File: src/tdce_pkg.sv
// Package of the tolerant dual-channel evaluation block.
// Holds register offsets, field positions, reset values and timing counts.
package tdce_pkg;

    // Clock and evaluation tick
    localparam int unsigned CLK_PERIOD_NS = 8;
    localparam int unsigned TICK_PERIOD_MS = 10;
    localparam int unsigned TICK_CYCLES =
        (TICK_PERIOD_MS * 1000000) / CLK_PERIOD_NS;
    localparam int unsigned TICKS_PER_SEC = 1000 / TICK_PERIOD_MS;
    localparam int unsigned TICK_CNT_W = 21;

    // Setting limits, in their own units
    localparam int unsigned DISC_MAX_MS = 60000;
    localparam int unsigned AND_MAX_S = 60000;
    localparam int unsigned OFFDLY_MAX_MS = 10000;
    localparam logic [12:0] DISC_MAX_TICKS = 13'(DISC_MAX_MS / TICK_PERIOD_MS);
    localparam logic [15:0] AND_MAX_SECS = 16'(AND_MAX_S);
    localparam logic [9:0] OFFDLY_MAX_TICKS = 10'(OFFDLY_MAX_MS / TICK_PERIOD_MS);

    // Register byte addresses
    localparam logic [7:0] ADDR_CTRL = 8'h00;
    localparam logic [7:0] ADDR_DISC_TIME = 8'h04;
    localparam logic [7:0] ADDR_AND_TIME = 8'h08;
    localparam logic [7:0] ADDR_OFF_DELAY = 8'h0c;
    localparam logic [7:0] ADDR_STATUS = 8'h10;

    // Control register fields
    localparam int unsigned CTRL_COMPL = 0;
    localparam int unsigned CTRL_AND_EN = 1;
    localparam int unsigned CTRL_DISC_ON = 2;
    localparam int unsigned CTRL_DISC_OFF = 3;
    localparam int unsigned CTRL_USE_DLY_IN = 4;
    localparam int unsigned CTRL_USE_STAT = 5;
    localparam int unsigned CTRL_USE_FAULT = 6;
    localparam int unsigned CTRL_W = 7;
    localparam logic [6:0] CTRL_RESET = 7'h00;

    // Status register fields
    localparam int unsigned STAT_RELEASE = 0;
    localparam int unsigned STAT_ERR_A = 1;
    localparam int unsigned STAT_ERR_B = 2;
    localparam int unsigned STAT_FAULT = 3;
    localparam int unsigned STAT_AND = 4;
    localparam int unsigned STAT_STATE = 5;

    // Reset values of the time settings
    localparam logic [12:0] DISC_RESET = 13'h0000;
    localparam logic [15:0] AND_RESET = 16'h0000;
    localparam logic [9:0] OFFDLY_RESET = 10'h000;

    // Evaluation states, Gray coded along deactivated, discrepant, active
    typedef enum logic [1:0] {
        TDCE_DEACT = 2'h0,
        TDCE_DISC = 2'h1,
        TDCE_ACTIVE = 2'h3
    } tdce_state_type;

endpackage : tdce_pkg

File: src/tdce_eval.sv
// Tolerant dual-channel evaluation of one pair of safety inputs.
// Inputs A and B come from pins; actuator-enabled and off-delay request
// come from logic on sys_clk. Settings over a plain register port.
`timescale 1ns/1ns
`default_nettype none

// How it works
// - Equivalent mode: 00 off, 01 A off, 10 B off, 11 active after good sequence.
// - Complementary mode: 01 off, 00 A off, 11 B off, 10 active after sequence.
// - Outside AND mode, release rises only after both inputs were off since last active.
// - Outside AND mode, active, discrepant, active again is blocked if only one input went off.
// - The two inputs may switch off at different times.
// - After one input switches off the other must follow.
// - Discrepancy time is 0 for infinite or 10 ms to 60 s in 10 ms steps.
// - Discrepancy time bounds how long inputs may disagree before an error.
// - Switch-on and switch-off discrepancy monitoring enable separately.
// - Timeout sets the discrepancy error of the input that did not follow.
// - Fault present sets on any enabled discrepancy timer expiry.
// - All errors clear only when release rises after both inputs were off.
// - AND mode starts on falling actuator-enabled while release is 1.
// - AND mode ends on actuator-enabled 1 or time limit; fault unaffected.
// - AND time limit is 0 for unlimited or 1 to 60000 s in 1 s steps.
// - In AND mode one input off and on again returns to active.
// - In AND mode release drops when any input switches off.
// - In AND mode input B off level still follows input mode.
// - No discrepancy monitoring while AND mode is in effect.
// - Off delay is 0 to 10 s in 10 ms steps.
// - Options enable off-delay input, status outputs and fault output.
// - Complementary mode behaves as equivalent mode with input B inverted.
// - With off-delay request high, release holds through short switch-offs.
// - With request low switch-off acts at once; delay works in both modes.
// - Status outputs show internal input values, including wait and hold; status B is inverted in complementary mode.
module tdce_eval
    import tdce_pkg::*;
#(
    parameter int unsigned TICK_CYCLES_P = TICK_CYCLES
) (
    input wire logic sys_clk,
    input wire logic rst_n,
    input wire logic inA,
    input wire logic inB,
    input wire logic actuatorEnabled,
    input wire logic offDelayReq,
    input wire logic [7:0] regAddr,
    input wire logic [31:0] regWrData,
    input wire logic regWr,
    input wire logic regRd,
    output logic [31:0] regRdData,
    output logic releaseOut,
    output logic discErrA,
    output logic discErrB,
    output logic faultPresent,
    output logic statusA,
    output logic statusB
);

    if (TICK_CYCLES_P < 1 || TICK_CYCLES_P >= (1 << TICK_CNT_W)) begin : g_bad_tick
        $error("TICK_CYCLES_P out of range");
    end

    function automatic logic [22:0] satInc23(input logic [22:0] v);
        satInc23 = (v == 23'h7fffff) ? v : v + 23'h000001;
    endfunction : satInc23

    // Pin synchronisers
    logic [1:0] syncA_q;
    logic [1:0] syncB_q;

    // Settings
    logic [CTRL_W-1:0] ctrl_q;
    logic [12:0] discTime_q;
    logic [15:0] andTime_q;
    logic [9:0] offDelay_q;

    // Tick generator
    logic [TICK_CNT_W-1:0] tickCnt_q;
    logic tick;

    // Evaluation state
    tdce_state_type state_q, state_d;
    logic offA_q, offA_d, offB_q, offB_d;
    logic errA_q, errA_d, errB_q, errB_d, fault_q, fault_d;
    logic onExpired_q, onExpired_d;
    logic andActive_q, andActive_d;
    logic actPrev_q, actPrev_d;
    logic [22:0] discCnt_q, discCnt_d;
    logic [22:0] delayCnt_q, delayCnt_d;
    logic [22:0] andCnt_q, andCnt_d;

    // Output and read-back flops
    logic releaseOut_d, discErrA_d, discErrB_d, faultPresent_d, statusA_d, statusB_d;
    logic [31:0] regRdData_d;

    // Named decode wires
    wire logic isCompl = ctrl_q[CTRL_COMPL];
    wire logic rawA = syncA_q[1];
    wire logic rawB = syncB_q[1] ^ isCompl;
    wire logic holdEn = ctrl_q[CTRL_USE_DLY_IN] && offDelayReq && (state_q == TDCE_ACTIVE);
    wire logic anyRawOff = !rawA || !rawB;
    wire logic hold = holdEn && anyRawOff && (delayCnt_q < 23'(offDelay_q));
    wire logic iA = rawA || hold;
    wire logic iB = rawB || hold;
    wire logic seqDone = offA_q && offB_q;
    wire logic seqOk = seqDone || (andActive_q && (offA_q || offB_q));
    wire logic dirOn = seqDone;
    wire logic monEn = dirOn ? ctrl_q[CTRL_DISC_ON] : ctrl_q[CTRL_DISC_OFF];
    wire logic discExpired = (discTime_q != 13'h0000) && (discCnt_q >= 23'(discTime_q));
    wire logic timeout = (state_q == TDCE_DISC) && !andActive_q && monEn && discExpired;
    wire logic onBlocked = ctrl_q[CTRL_DISC_ON] && onExpired_q;
    wire logic goActive = iA && iB && (state_q != TDCE_ACTIVE) && seqOk && !onBlocked;
    wire logic [22:0] andLimit = 23'(andTime_q) * 23'(TICKS_PER_SEC);
    wire logic andExpired = (andTime_q != 16'h0000) && (andCnt_q >= andLimit);
    wire logic enterAnd = ctrl_q[CTRL_AND_EN] && actPrev_q && !actuatorEnabled
        && (state_q == TDCE_ACTIVE);
    wire logic waitOther = (state_q != TDCE_ACTIVE) && !seqOk;
    wire logic stA = iA && !waitOther;
    wire logic stB = iB && !waitOther;
    wire logic discWrOk = (regWrData[31:13] == 19'h0) && (regWrData[12:0] <= DISC_MAX_TICKS);
    wire logic andWrOk = (regWrData[31:16] == 16'h0) && (regWrData[15:0] <= AND_MAX_SECS);
    wire logic dlyWrOk = (regWrData[31:10] == 22'h0) && (regWrData[9:0] <= OFFDLY_MAX_TICKS);
    wire logic [31:0] statusWord = {25'h0, state_q, andActive_q, fault_q, errB_q, errA_q,
        (state_q == TDCE_ACTIVE)};

    assign tick = (tickCnt_q == TICK_CNT_W'(TICK_CYCLES_P - 1));

    // Evaluation, advanced once per tick
    always_comb begin
        state_d = state_q;
        offA_d = offA_q;
        offB_d = offB_q;
        errA_d = errA_q;
        errB_d = errB_q;
        fault_d = fault_q;
        onExpired_d = onExpired_q;
        andActive_d = andActive_q;
        actPrev_d = actPrev_q;
        discCnt_d = discCnt_q;
        delayCnt_d = delayCnt_q;
        andCnt_d = andCnt_q;
        if (tick) begin
            actPrev_d = actuatorEnabled;
            delayCnt_d = (holdEn && anyRawOff) ? satInc23(delayCnt_q) : 23'h0;
            // State from the internal input pair
            if (!iA && !iB) begin
                state_d = TDCE_DEACT;
            end else if (iA && iB) begin
                if (state_q == TDCE_ACTIVE || goActive) begin
                    state_d = TDCE_ACTIVE;
                end else begin
                    state_d = TDCE_DISC;
                end
            end else begin
                state_d = TDCE_DISC;
            end
            // Off-history, staggered switch-off allowed
            if (goActive) begin
                offA_d = 1'b0;
                offB_d = 1'b0;
            end else begin
                offA_d = offA_q || !iA;
                offB_d = offB_q || !iB;
            end
            discCnt_d = (state_q == TDCE_DISC) ? satInc23(discCnt_q) : 23'h0;
            // Errors: the input that did not follow is flagged
            if (goActive) begin
                errA_d = 1'b0;
                errB_d = 1'b0;
                fault_d = 1'b0;
                onExpired_d = 1'b0;
            end else begin
                if (timeout) begin
                    errA_d = errA_q || (dirOn ? !iA : !offA_q);
                    errB_d = errB_q || (dirOn ? !iB : !offB_q);
                    fault_d = 1'b1;
                    onExpired_d = onExpired_q || dirOn;
                end
                if (!iA && !iB) begin
                    onExpired_d = 1'b0;
                end
            end
            // AND mode
            if (andActive_q) begin
                if (actuatorEnabled || andExpired) begin
                    andActive_d = 1'b0;
                end
                andCnt_d = satInc23(andCnt_q);
            end else begin
                andActive_d = enterAnd;
                andCnt_d = 23'h0;
            end
        end
    end

    // Outputs; fault and status outputs gated by the block options
    assign releaseOut_d = (state_d == TDCE_ACTIVE);
    assign discErrA_d = errA_d;
    assign discErrB_d = errB_d;
    assign faultPresent_d = fault_d && ctrl_q[CTRL_USE_FAULT];
    assign statusA_d = ctrl_q[CTRL_USE_STAT] && stA;
    assign statusB_d = ctrl_q[CTRL_USE_STAT] && (stB ^ isCompl);

    // Read decode; unmapped addresses read zero
    always_comb begin
        regRdData_d = 32'h0;
        if (!regRd) begin
            regRdData_d = 32'h0;
        end else if (regAddr == ADDR_CTRL) begin
            regRdData_d = {25'h0, ctrl_q};
        end else if (regAddr == ADDR_DISC_TIME) begin
            regRdData_d = {19'h0, discTime_q};
        end else if (regAddr == ADDR_AND_TIME) begin
            regRdData_d = {16'h0, andTime_q};
        end else if (regAddr == ADDR_OFF_DELAY) begin
            regRdData_d = {22'h0, offDelay_q};
        end else if (regAddr == ADDR_STATUS) begin
            regRdData_d = statusWord;
        end
    end

    always_ff @(posedge sys_clk) begin
        if (!rst_n) begin
            syncA_q <= 2'h0;
            syncB_q <= 2'h0;
        end else begin
            syncA_q <= {syncA_q[0], inA};
            syncB_q <= {syncB_q[0], inB};
        end
    end

    always_ff @(posedge sys_clk) begin
        if (!rst_n) begin
            tickCnt_q <= '0;
        end else if (tick) begin
            tickCnt_q <= '0;
        end else begin
            tickCnt_q <= tickCnt_q + TICK_CNT_W'(1);
        end
    end

    // Settings; out-of-range time values are ignored
    always_ff @(posedge sys_clk) begin
        if (!rst_n) begin
            ctrl_q <= CTRL_RESET;
            discTime_q <= DISC_RESET;
            andTime_q <= AND_RESET;
            offDelay_q <= OFFDLY_RESET;
        end else if (regWr) begin
            if (regAddr == ADDR_CTRL) begin
                ctrl_q <= regWrData[CTRL_W-1:0];
            end else if (regAddr == ADDR_DISC_TIME && discWrOk) begin
                discTime_q <= regWrData[12:0];
            end else if (regAddr == ADDR_AND_TIME && andWrOk) begin
                andTime_q <= regWrData[15:0];
            end else if (regAddr == ADDR_OFF_DELAY && dlyWrOk) begin
                offDelay_q <= regWrData[9:0];
            end
        end
    end

    // Evaluation state and off history
    always_ff @(posedge sys_clk) begin
        if (!rst_n) begin
            state_q <= TDCE_DEACT;
            offA_q <= 1'b0;
            offB_q <= 1'b0;
        end else begin
            state_q <= state_d;
            offA_q <= offA_d;
            offB_q <= offB_d;
        end
    end

    // Error flags, held until release rises
    always_ff @(posedge sys_clk) begin
        if (!rst_n) begin
            errA_q <= 1'b0;
            errB_q <= 1'b0;
            fault_q <= 1'b0;
            onExpired_q <= 1'b0;
        end else begin
            errA_q <= errA_d;
            errB_q <= errB_d;
            fault_q <= fault_d;
            onExpired_q <= onExpired_d;
        end
    end

    // AND mode tracking
    always_ff @(posedge sys_clk) begin
        if (!rst_n) begin
            andActive_q <= 1'b0;
            actPrev_q <= 1'b0;
            andCnt_q <= 23'h0;
        end else begin
            andActive_q <= andActive_d;
            actPrev_q <= actPrev_d;
            andCnt_q <= andCnt_d;
        end
    end

    // Discrepancy and off-delay timers
    always_ff @(posedge sys_clk) begin
        if (!rst_n) begin
            discCnt_q <= 23'h0;
            delayCnt_q <= 23'h0;
        end else begin
            discCnt_q <= discCnt_d;
            delayCnt_q <= delayCnt_d;
        end
    end

    always_ff @(posedge sys_clk) begin
        if (!rst_n) begin
            releaseOut <= 1'b0;
            discErrA <= 1'b0;
            discErrB <= 1'b0;
            faultPresent <= 1'b0;
            statusA <= 1'b0;
            statusB <= 1'b0;
        end else begin
            releaseOut <= releaseOut_d;
            discErrA <= discErrA_d;
            discErrB <= discErrB_d;
            faultPresent <= faultPresent_d;
            statusA <= statusA_d;
            statusB <= statusB_d;
        end
    end

    // Read data stands for the one cycle after the strobe
    always_ff @(posedge sys_clk) begin
        if (!rst_n) begin
            regRdData <= 32'h0;
        end else begin
            regRdData <= regRdData_d;
        end
    end

endmodule : tdce_eval

`default_nettype wire

File: config.mk
export PLATFORM = sky130hd
export DESIGN_NAME = tdce_eval
export DESIGN_NICKNAME = d
export VERILOG_FILES = /design/src/tdce_pkg.sv /design/src/tdce_eval.sv
export SDC_FILE = /design/constraint.sdc
export NUM_CORES = 1
export LEC_CHECK = 0
export BUFFER_PORTS_ARGS = -buffer_cell sky130_fd_sc_hd__buf_2
export CAP_MARGIN = 25
export CORE_MARGIN = 1
export CORE_UTILIZATION = 45
export DETAILED_ROUTE_END_ITERATION = 10
export GPL_TIMING_DRIVEN = 0
export SYNTH_ARGS = -nofsm -noshare
export SYNTH_HDL_FRONTEND = slang
export SYNTH_SLANG_ARGS = --single-unit
File: constraint.sdc
create_clock -name sys_clk -period 11.8 [get_ports sys_clk]
set_input_delay 2.36 -clock sys_clk [delete_from_list [all_inputs] [get_ports sys_clk]]
set_output_delay 2.36 -clock sys_clk [all_outputs]
set_load 0.1 [all_outputs]
# Yosys cells after proc, flatten, opt, wreduce, memory -nomap -nowiden
# Index checks and enable logic that the tools add are counted.
word_totals:
  reg_bits: 186
  in_bits: 48
  out_inout_bits: 38
  elab_cells: 169
op_classes:
  addsub: 4
  mul: 1
  n_lt_le_gt_ge: 6
  n_eq_ne: 15
  muxes: 32
  bitwise: 7
  n_reduce_logical: 77
ops:
  columns: ["cell", "n"]
  rows:
  - ["two-way mux 23 bit", 6]
  - ["adder 23 x 1 -> 23 bit, second input constant", 3]
  - ["equality test 23 bit, second input constant", 3]
  - ["logical AND 1 bit", 32]
  - ["greater-or-equal comparator 23 x 13 -> 1 bit", 1]
  - ["greater-or-equal comparator 23 bit", 1]
  - ["less-than comparator 23 x 10 -> 1 bit", 1]
  - ["logical NOT 22 bit", 1]
  - ["adder 21 x 1 -> 21 bit, second input constant", 1]
  - ["equality test 21 bit, second input constant", 1]
  - ["multiplier 16 x 5 -> 21 bit, second input constant", 1]
  - ["logical NOT 19 bit", 1]
  - ["two-way mux 1 bit", 17]
  - ["equality test 8 x 4 -> 1 bit, second input constant", 2]
  - ["<= comparator 16 bit, second input constant", 1]
  - ["logical NOT 16 bit", 1]
  - ["two-way mux 16 bit", 1]
  - ["nonzero test 16 bit", 1]
  - ["two-way mux 7 bit", 2]
  - ["AND reduction 2 bit", 7]
  - ["<= comparator 13 bit, second input constant", 1]
  - ["two-way mux 13 bit", 1]
  - ["nonzero test 13 bit", 1]
  - ["logical OR 1 bit", 12]
  - ["21 further kinds", 43]

# Longest topological paths before layout
depth:
  depth_word: 16
  ltp_mapped: 21
  ltp_nobuf: 21

# Worst setup path after synthesis
# OpenSTA, ideal clock, no wires.
synth_timing:
  kind: "reg2reg"
  startpoint: "register andTime_q[8]"
  endpoint: "register andActive_q"
  setup_time_ps: 134
  arrival_ps: 4449
  required_time_ps: 11666
  slack_ps: 7217
  path_stages_with_launch: 22
  n_path_buf: 0
  period_less_slack_ps: 4583
  cell_sequence: "dfxtp_1 -> inv_1 -> ha_1 -> ha_1 -> inv_1 -> fa_1 -> inv_1 -> ha_1 -> and2_1 -> a311o_1 -> a31oi_1 -> a21oi_1 -> a21o_1 -> a21oi_1 -> xor2_1 -> ha_1 -> nand4_1 -> or4_1 -> o21ai_0 -> o221ai_1 -> a21oi_1 -> a31oi_1"
synth_between:
  elab_chain_len: 6
  elab_cells_between_ends: 7
  classes_between: "1 x mul; 1 x order compare; 2 x mux; 3 x reduce/logical"
synth_rtl:
  columns: ["element", "line_no", "source"]
  rows:
  - ["from (decl)", "tdce_eval.sv:72", "logic [15:0] andTime_q;"]
  - ["from (signal assigned)", "tdce_eval.sv:253", "andTime_q <= regWrData[15:0];"]
  - ["multiplier 16 x 5 -> 21 bit", "tdce_eval.sv:111", "wire logic [22:0] andLimit = 23'(andTime_q) * 23'(TICKS_PER_SEC);"]
  - ["greater-or-equal comparator 23 bit", "tdce_eval.sv:112", "wire logic andExpired = (andTime_q != 16'h0000) && (andCnt_q >= andLimit);"]
  - ["logical AND 1 bit *", "tdce_eval.sv:112", null]
  - ["logical OR 1 bit *", "tdce_eval.sv:183", "if (actuatorEnabled || andExpired) begin"]
  - ["two-way mux 1 bit *", "tdce_eval.sv:183", null]
  - ["two-way mux 1 bit *", "tdce_eval.sv:182", "if (andActive_q) begin"]
  - ["to (signal assigned)", "tdce_eval.sv:295", "andActive_q <= andActive_d;"]
  - ["to (decl)", "tdce_eval.sv:84", "logic andActive_q, andActive_d;"]
# Mark *: on every way between the ends. The rest lies on a longest branch, timed or not.
# A chain may end at the register's enable or synchronous reset.

# Worst setup path in the final report
# Ends and elaborated chain as after synthesis.

==> metrics.md <==
| Metric | Value |
|---|---|
| Min-delay worst type | flip-flop to flip-flop |
| Fin crit share | 46.0% |
| Max stage delay on crit path | 0.50 ns |
| ANT cells | 0 |
| Fraction of registers with async set/reset | 0% |
| Via count | 8398 |
| Worst setup SP type | flip-flop |
| Dpl ws | approximately 6.4 ns |
| Status | finished clean |
| Drc violations | 0 |
| Clock transition at the registers of the reported paths | approximately 0.07 ns |
| Port Buf Inserts | 69 |
| GRT Overall Usage | 22.8% |
| Die W | roughly 150 um |
| Power per cell area | between 100 and 150 nW/um^2 |
| Post-route cell area | 11700 um^2 |
| Yosys reg bits | 170 |
| CP top delay family | compound AO/OA/AOI/OAI gates |
| GRT overflow | 0 |
| Final setup viols | 0 |
| Sw Ratio | 25.0% |
| Flop pwr share | 47.4% |
| Int Power | 911 uW |
| Area leader, netlist | dfxtp_1 |
| Area growth syn-to-layout | 13.2% |
| RR Startpoint | andTime_q[8] |
| Placer Congestion | 0.864 |
| Utilization after layout | 51.8% |
| TNS Setup | 0 ns |
| First-pass GRT wire length | about 42000 um |
| Placed inst area | 11100 um^2 |
| Initial Util | a little under half |
| Post-synth cell types | between 70 and 80 |
| Cell Count, Final, Fillers Out | 1571 |
| Final Hold Viols | 0 |
| Cts hold-fix bufs | 0 |
| Post-synth EDFFs | 0 |
| Num CTS Buffers | 17 |
| Worst path slowest cell | fa_1 |
| Post-CTS sizing | 0 |
| Post-detail-place hpwl | 20000 um |
| Max-Cap Viols | 0 |
| CP startpoint | andTime_q[8] |
| Leakage power total | 0.00487 uW |
| Max FO, Critical Path | 5 |
| Switching pwr | 304 uW |
| Routed Antenna Nets | 0 |
| Crit path kind | flip-flop to flip-flop |
| CTS tree | yes |
| Tmin final | around 5.4 ns |
| Worst slew margin | 49.8% |
| Final nets | between 1000 and 1500 |
| Skew-Pair Late Insertion Delay | about 0.43 ns |
| Combinational share of power | 5.3% |
| Skew final | just over 0.007 ns |
| Die H | 153 um |
| Top cell by count, worst path | ha_1 |
| CORE AREA | around 23000 um^2 |
| Cell count after placement | 1539 |
| Seq/Total Area, Yosys | 33.0% |
| Io pins | 86 |
| Area contributors post-synth | dfxtp_1, ha_1, xor2_1, nor2_1, mux2i_1 |
| Avg Vias per Cell | 5.35 |
| Synth Area per Inst | a little under 9 um^2 |
| Worst hold start | syncB_q[0] |
| VDD IR max | a little over 0.00009 V |
| Cells after Synth | around 1200 |
| Pin count of the biggest net entering global routing | 17 |
| Worst path cell trace | inv_1 -> ha_1 -> ha_1 -> inv_1 -> fa_1 -> inv_1 -> ha_1 -> and2_1 -> a311o_1 -> a31oi_1 -> a21oi_1 -> a21o_1 -> a21oi_1 -> xor2_1 -> ha_1 -> nand4_1 -> or4_1 -> o21ai_0 -> o221ai_1 -> a21oi_1 -> a31oi_1 |
| Final worst slack | 6.38 ns |
| Row count | 55 |
| Worst EP arrival | 5.72 ns |
| Die area | 23500 um^2 |
| Sink Count | 170 |
| RSZ-0062 raised after global routing | no |
| Root Buffer | clkbuf_16 |
| Clock Power Share | 47.3% |
| Predominant post-synthesis flop cell | dfxtp_1 |
| H-tree depth | 4 |
| CP bufs+invs | 3 |
| Crit. End Element | flip-flop |
| Fmax achieved | 0.184 GHz |
| Wire per inst | 16.4 um |
| Synth top area share | 33.0% |
| Critical Path RT | around 12 ns |
| Worst slew pin tran | roughly 0.75 ns |
| Total wire length | 25800 um |
| Final slew viol count | 0 |
| Initial antenna violation count | 0 |
| Vias in the first global route | about 8000 |
| DR iter-0 viols | about 530 |
| Ys Warns | 0 |
| Setup bufs post-CTS | 0 |
| DRT Pass-1 Iters | 7 |
| Share of cells above drive strength 1 | 11.4% |
| Mapped cell area | 10300 um^2 |
| Clock buffer depth | 2 |
[per-stage QoR]
stage / hold slack (ns) / power (uW)
global placement: 0.421 / 654
detailed placement: 0.424 / 653
floorplan: 0.412 / 632
finish: 0.438 / 1210
global route: 0.455 / 1260
CTS: 0.442 / 1230
[power by group through the flow]
stage / clock network [uW] / registers [uW] / logic (uW)
after floorplan: 0 / 589 / 43.5
after global placement: 0 / 589 / 64.5
after detailed placement: 0 / 589 / 64.2
after CTS: 586 / 576 / 64.5
after global routing: 611 / 576 / 68.6
final: 574 / 576 / 64.9
[synth_stat cells, types with 2 or more instances]
| cell | n |
|---|---|
| a2111oi_0 | 2 |
| a211o_1 | 2 |
| a211oi_1 | 8 |
| a21boi_0 | 4 |
| a21o_1 | 11 |
| a21oi_1 | 58 |
| a22oi_1 | 14 |
| a31oi_1 | 4 |
| a41oi_1 | 2 |
| and2_1 | 15 |
| and3_1 | 17 |
| and4_1 | 7 |
| and4bb_1 | 2 |
| buf_1 | 2 |
| buf_2 | 5 |
| buf_4 | 19 |
| buf_6 | 2 |
| clkbuf_1 | 19 |
| dfxtp_1 | 170 |
| fa_1 | 11 |
| ha_1 | 108 |
| inv_1 | 78 |
| mux2_2 | 2 |
| mux2i_1 | 46 |
| mux4_2 | 4 |
| nand2_1 | 60 |
| nand2b_1 | 9 |
| nand3_1 | 41 |
| nand4_1 | 35 |
| nor2_1 | 123 |
| nor2b_1 | 56 |
| nor3_1 | 21 |
| nor3b_1 | 2 |
| nor4_1 | 15 |
| nor4b_2 | 2 |
| o2111ai_1 | 2 |
| o21a_1 | 4 |
| o21ai_0 | 41 |
| o221ai_1 | 2 |
| o22ai_1 | 2 |
| o31ai_1 | 6 |
| or3_1 | 19 |
| or4_1 | 7 |
| xnor2_1 | 30 |
| xor2_1 | 53 |
[kinds of logic after synthesis]
kind of cell             synth area share [%]
AND/OR/NAND/NOR                          23.2
other                                  0.0363
flip-flops                               33.0
buffers and inverters                    5.44
adder cells (fa/ha/maj)                  15.2
AO/OA/AOI/OAI                            10.6
XOR/XNOR                                 7.04
multiplexers                             5.55
[layout by cell type, fill, tap and decap left out, types with 21 or more instances in the layout]
master    Yosys  layout
nor2_1      123     123
ha_1        108     108
xnor2_1      30      30
dfxtp_1     170     170
buf_2         5      76
inv_1        78      78
nand3_1      41      41
o21ai_0      41      41
nor2b_1      56      56
nand2_1      60      60
clkbuf_1     19      22
xor2_1       53      53
a21oi_1      58      58
nor3_1       21      21
nand4_1      35      35
mux2i_1      46      46
[state kept, by name, indices dropped and copies added, names as in the netlist, 2 cells and up]
signal	cells
ctrl_q	7
offDelay_q	10
andCnt_q	23
andTime_q	16
discCnt_q	23
tickCnt_q	21
delayCnt_q	23
regRdData	16
syncB_q	2
state_q	2
syncA_q	2
discTime_q	13
[final timing paths]
path	to	depth (start not counted)	slack [ns]
worst max-delay path	andActive_q	21	6.38
worst min-delay path	syncB_q[1]	1	0.44
worst max register to register	andActive_q	21	6.38
worst min register to register	syncB_q[1]	1	0.44
[layout make-up]
cell class              instances  area [um^2]
clock inverters                12          156
plain buffers                  47          269
well taps                     285          357
multi-input cells             888         6410
clock buffers                  20          437
inverters                      78          293
repair buffers                 71          355
flip-flops and latches        170         3400
fillers                      2166        10900
[per-layer routing]
metal | global-route usage [%] | vias to the layer above | part of all wire (%)
met2 | 35.7 | 178 | 44
met1 | 31.8 | 3917 | 49
li1 | - | 4282 | -
met3 | 5.27 | 21 | 5.9
met5 | 0 | - | 0
met4 | 4.95 | 0 | 1.2
(Power assumes the default switching activity.)
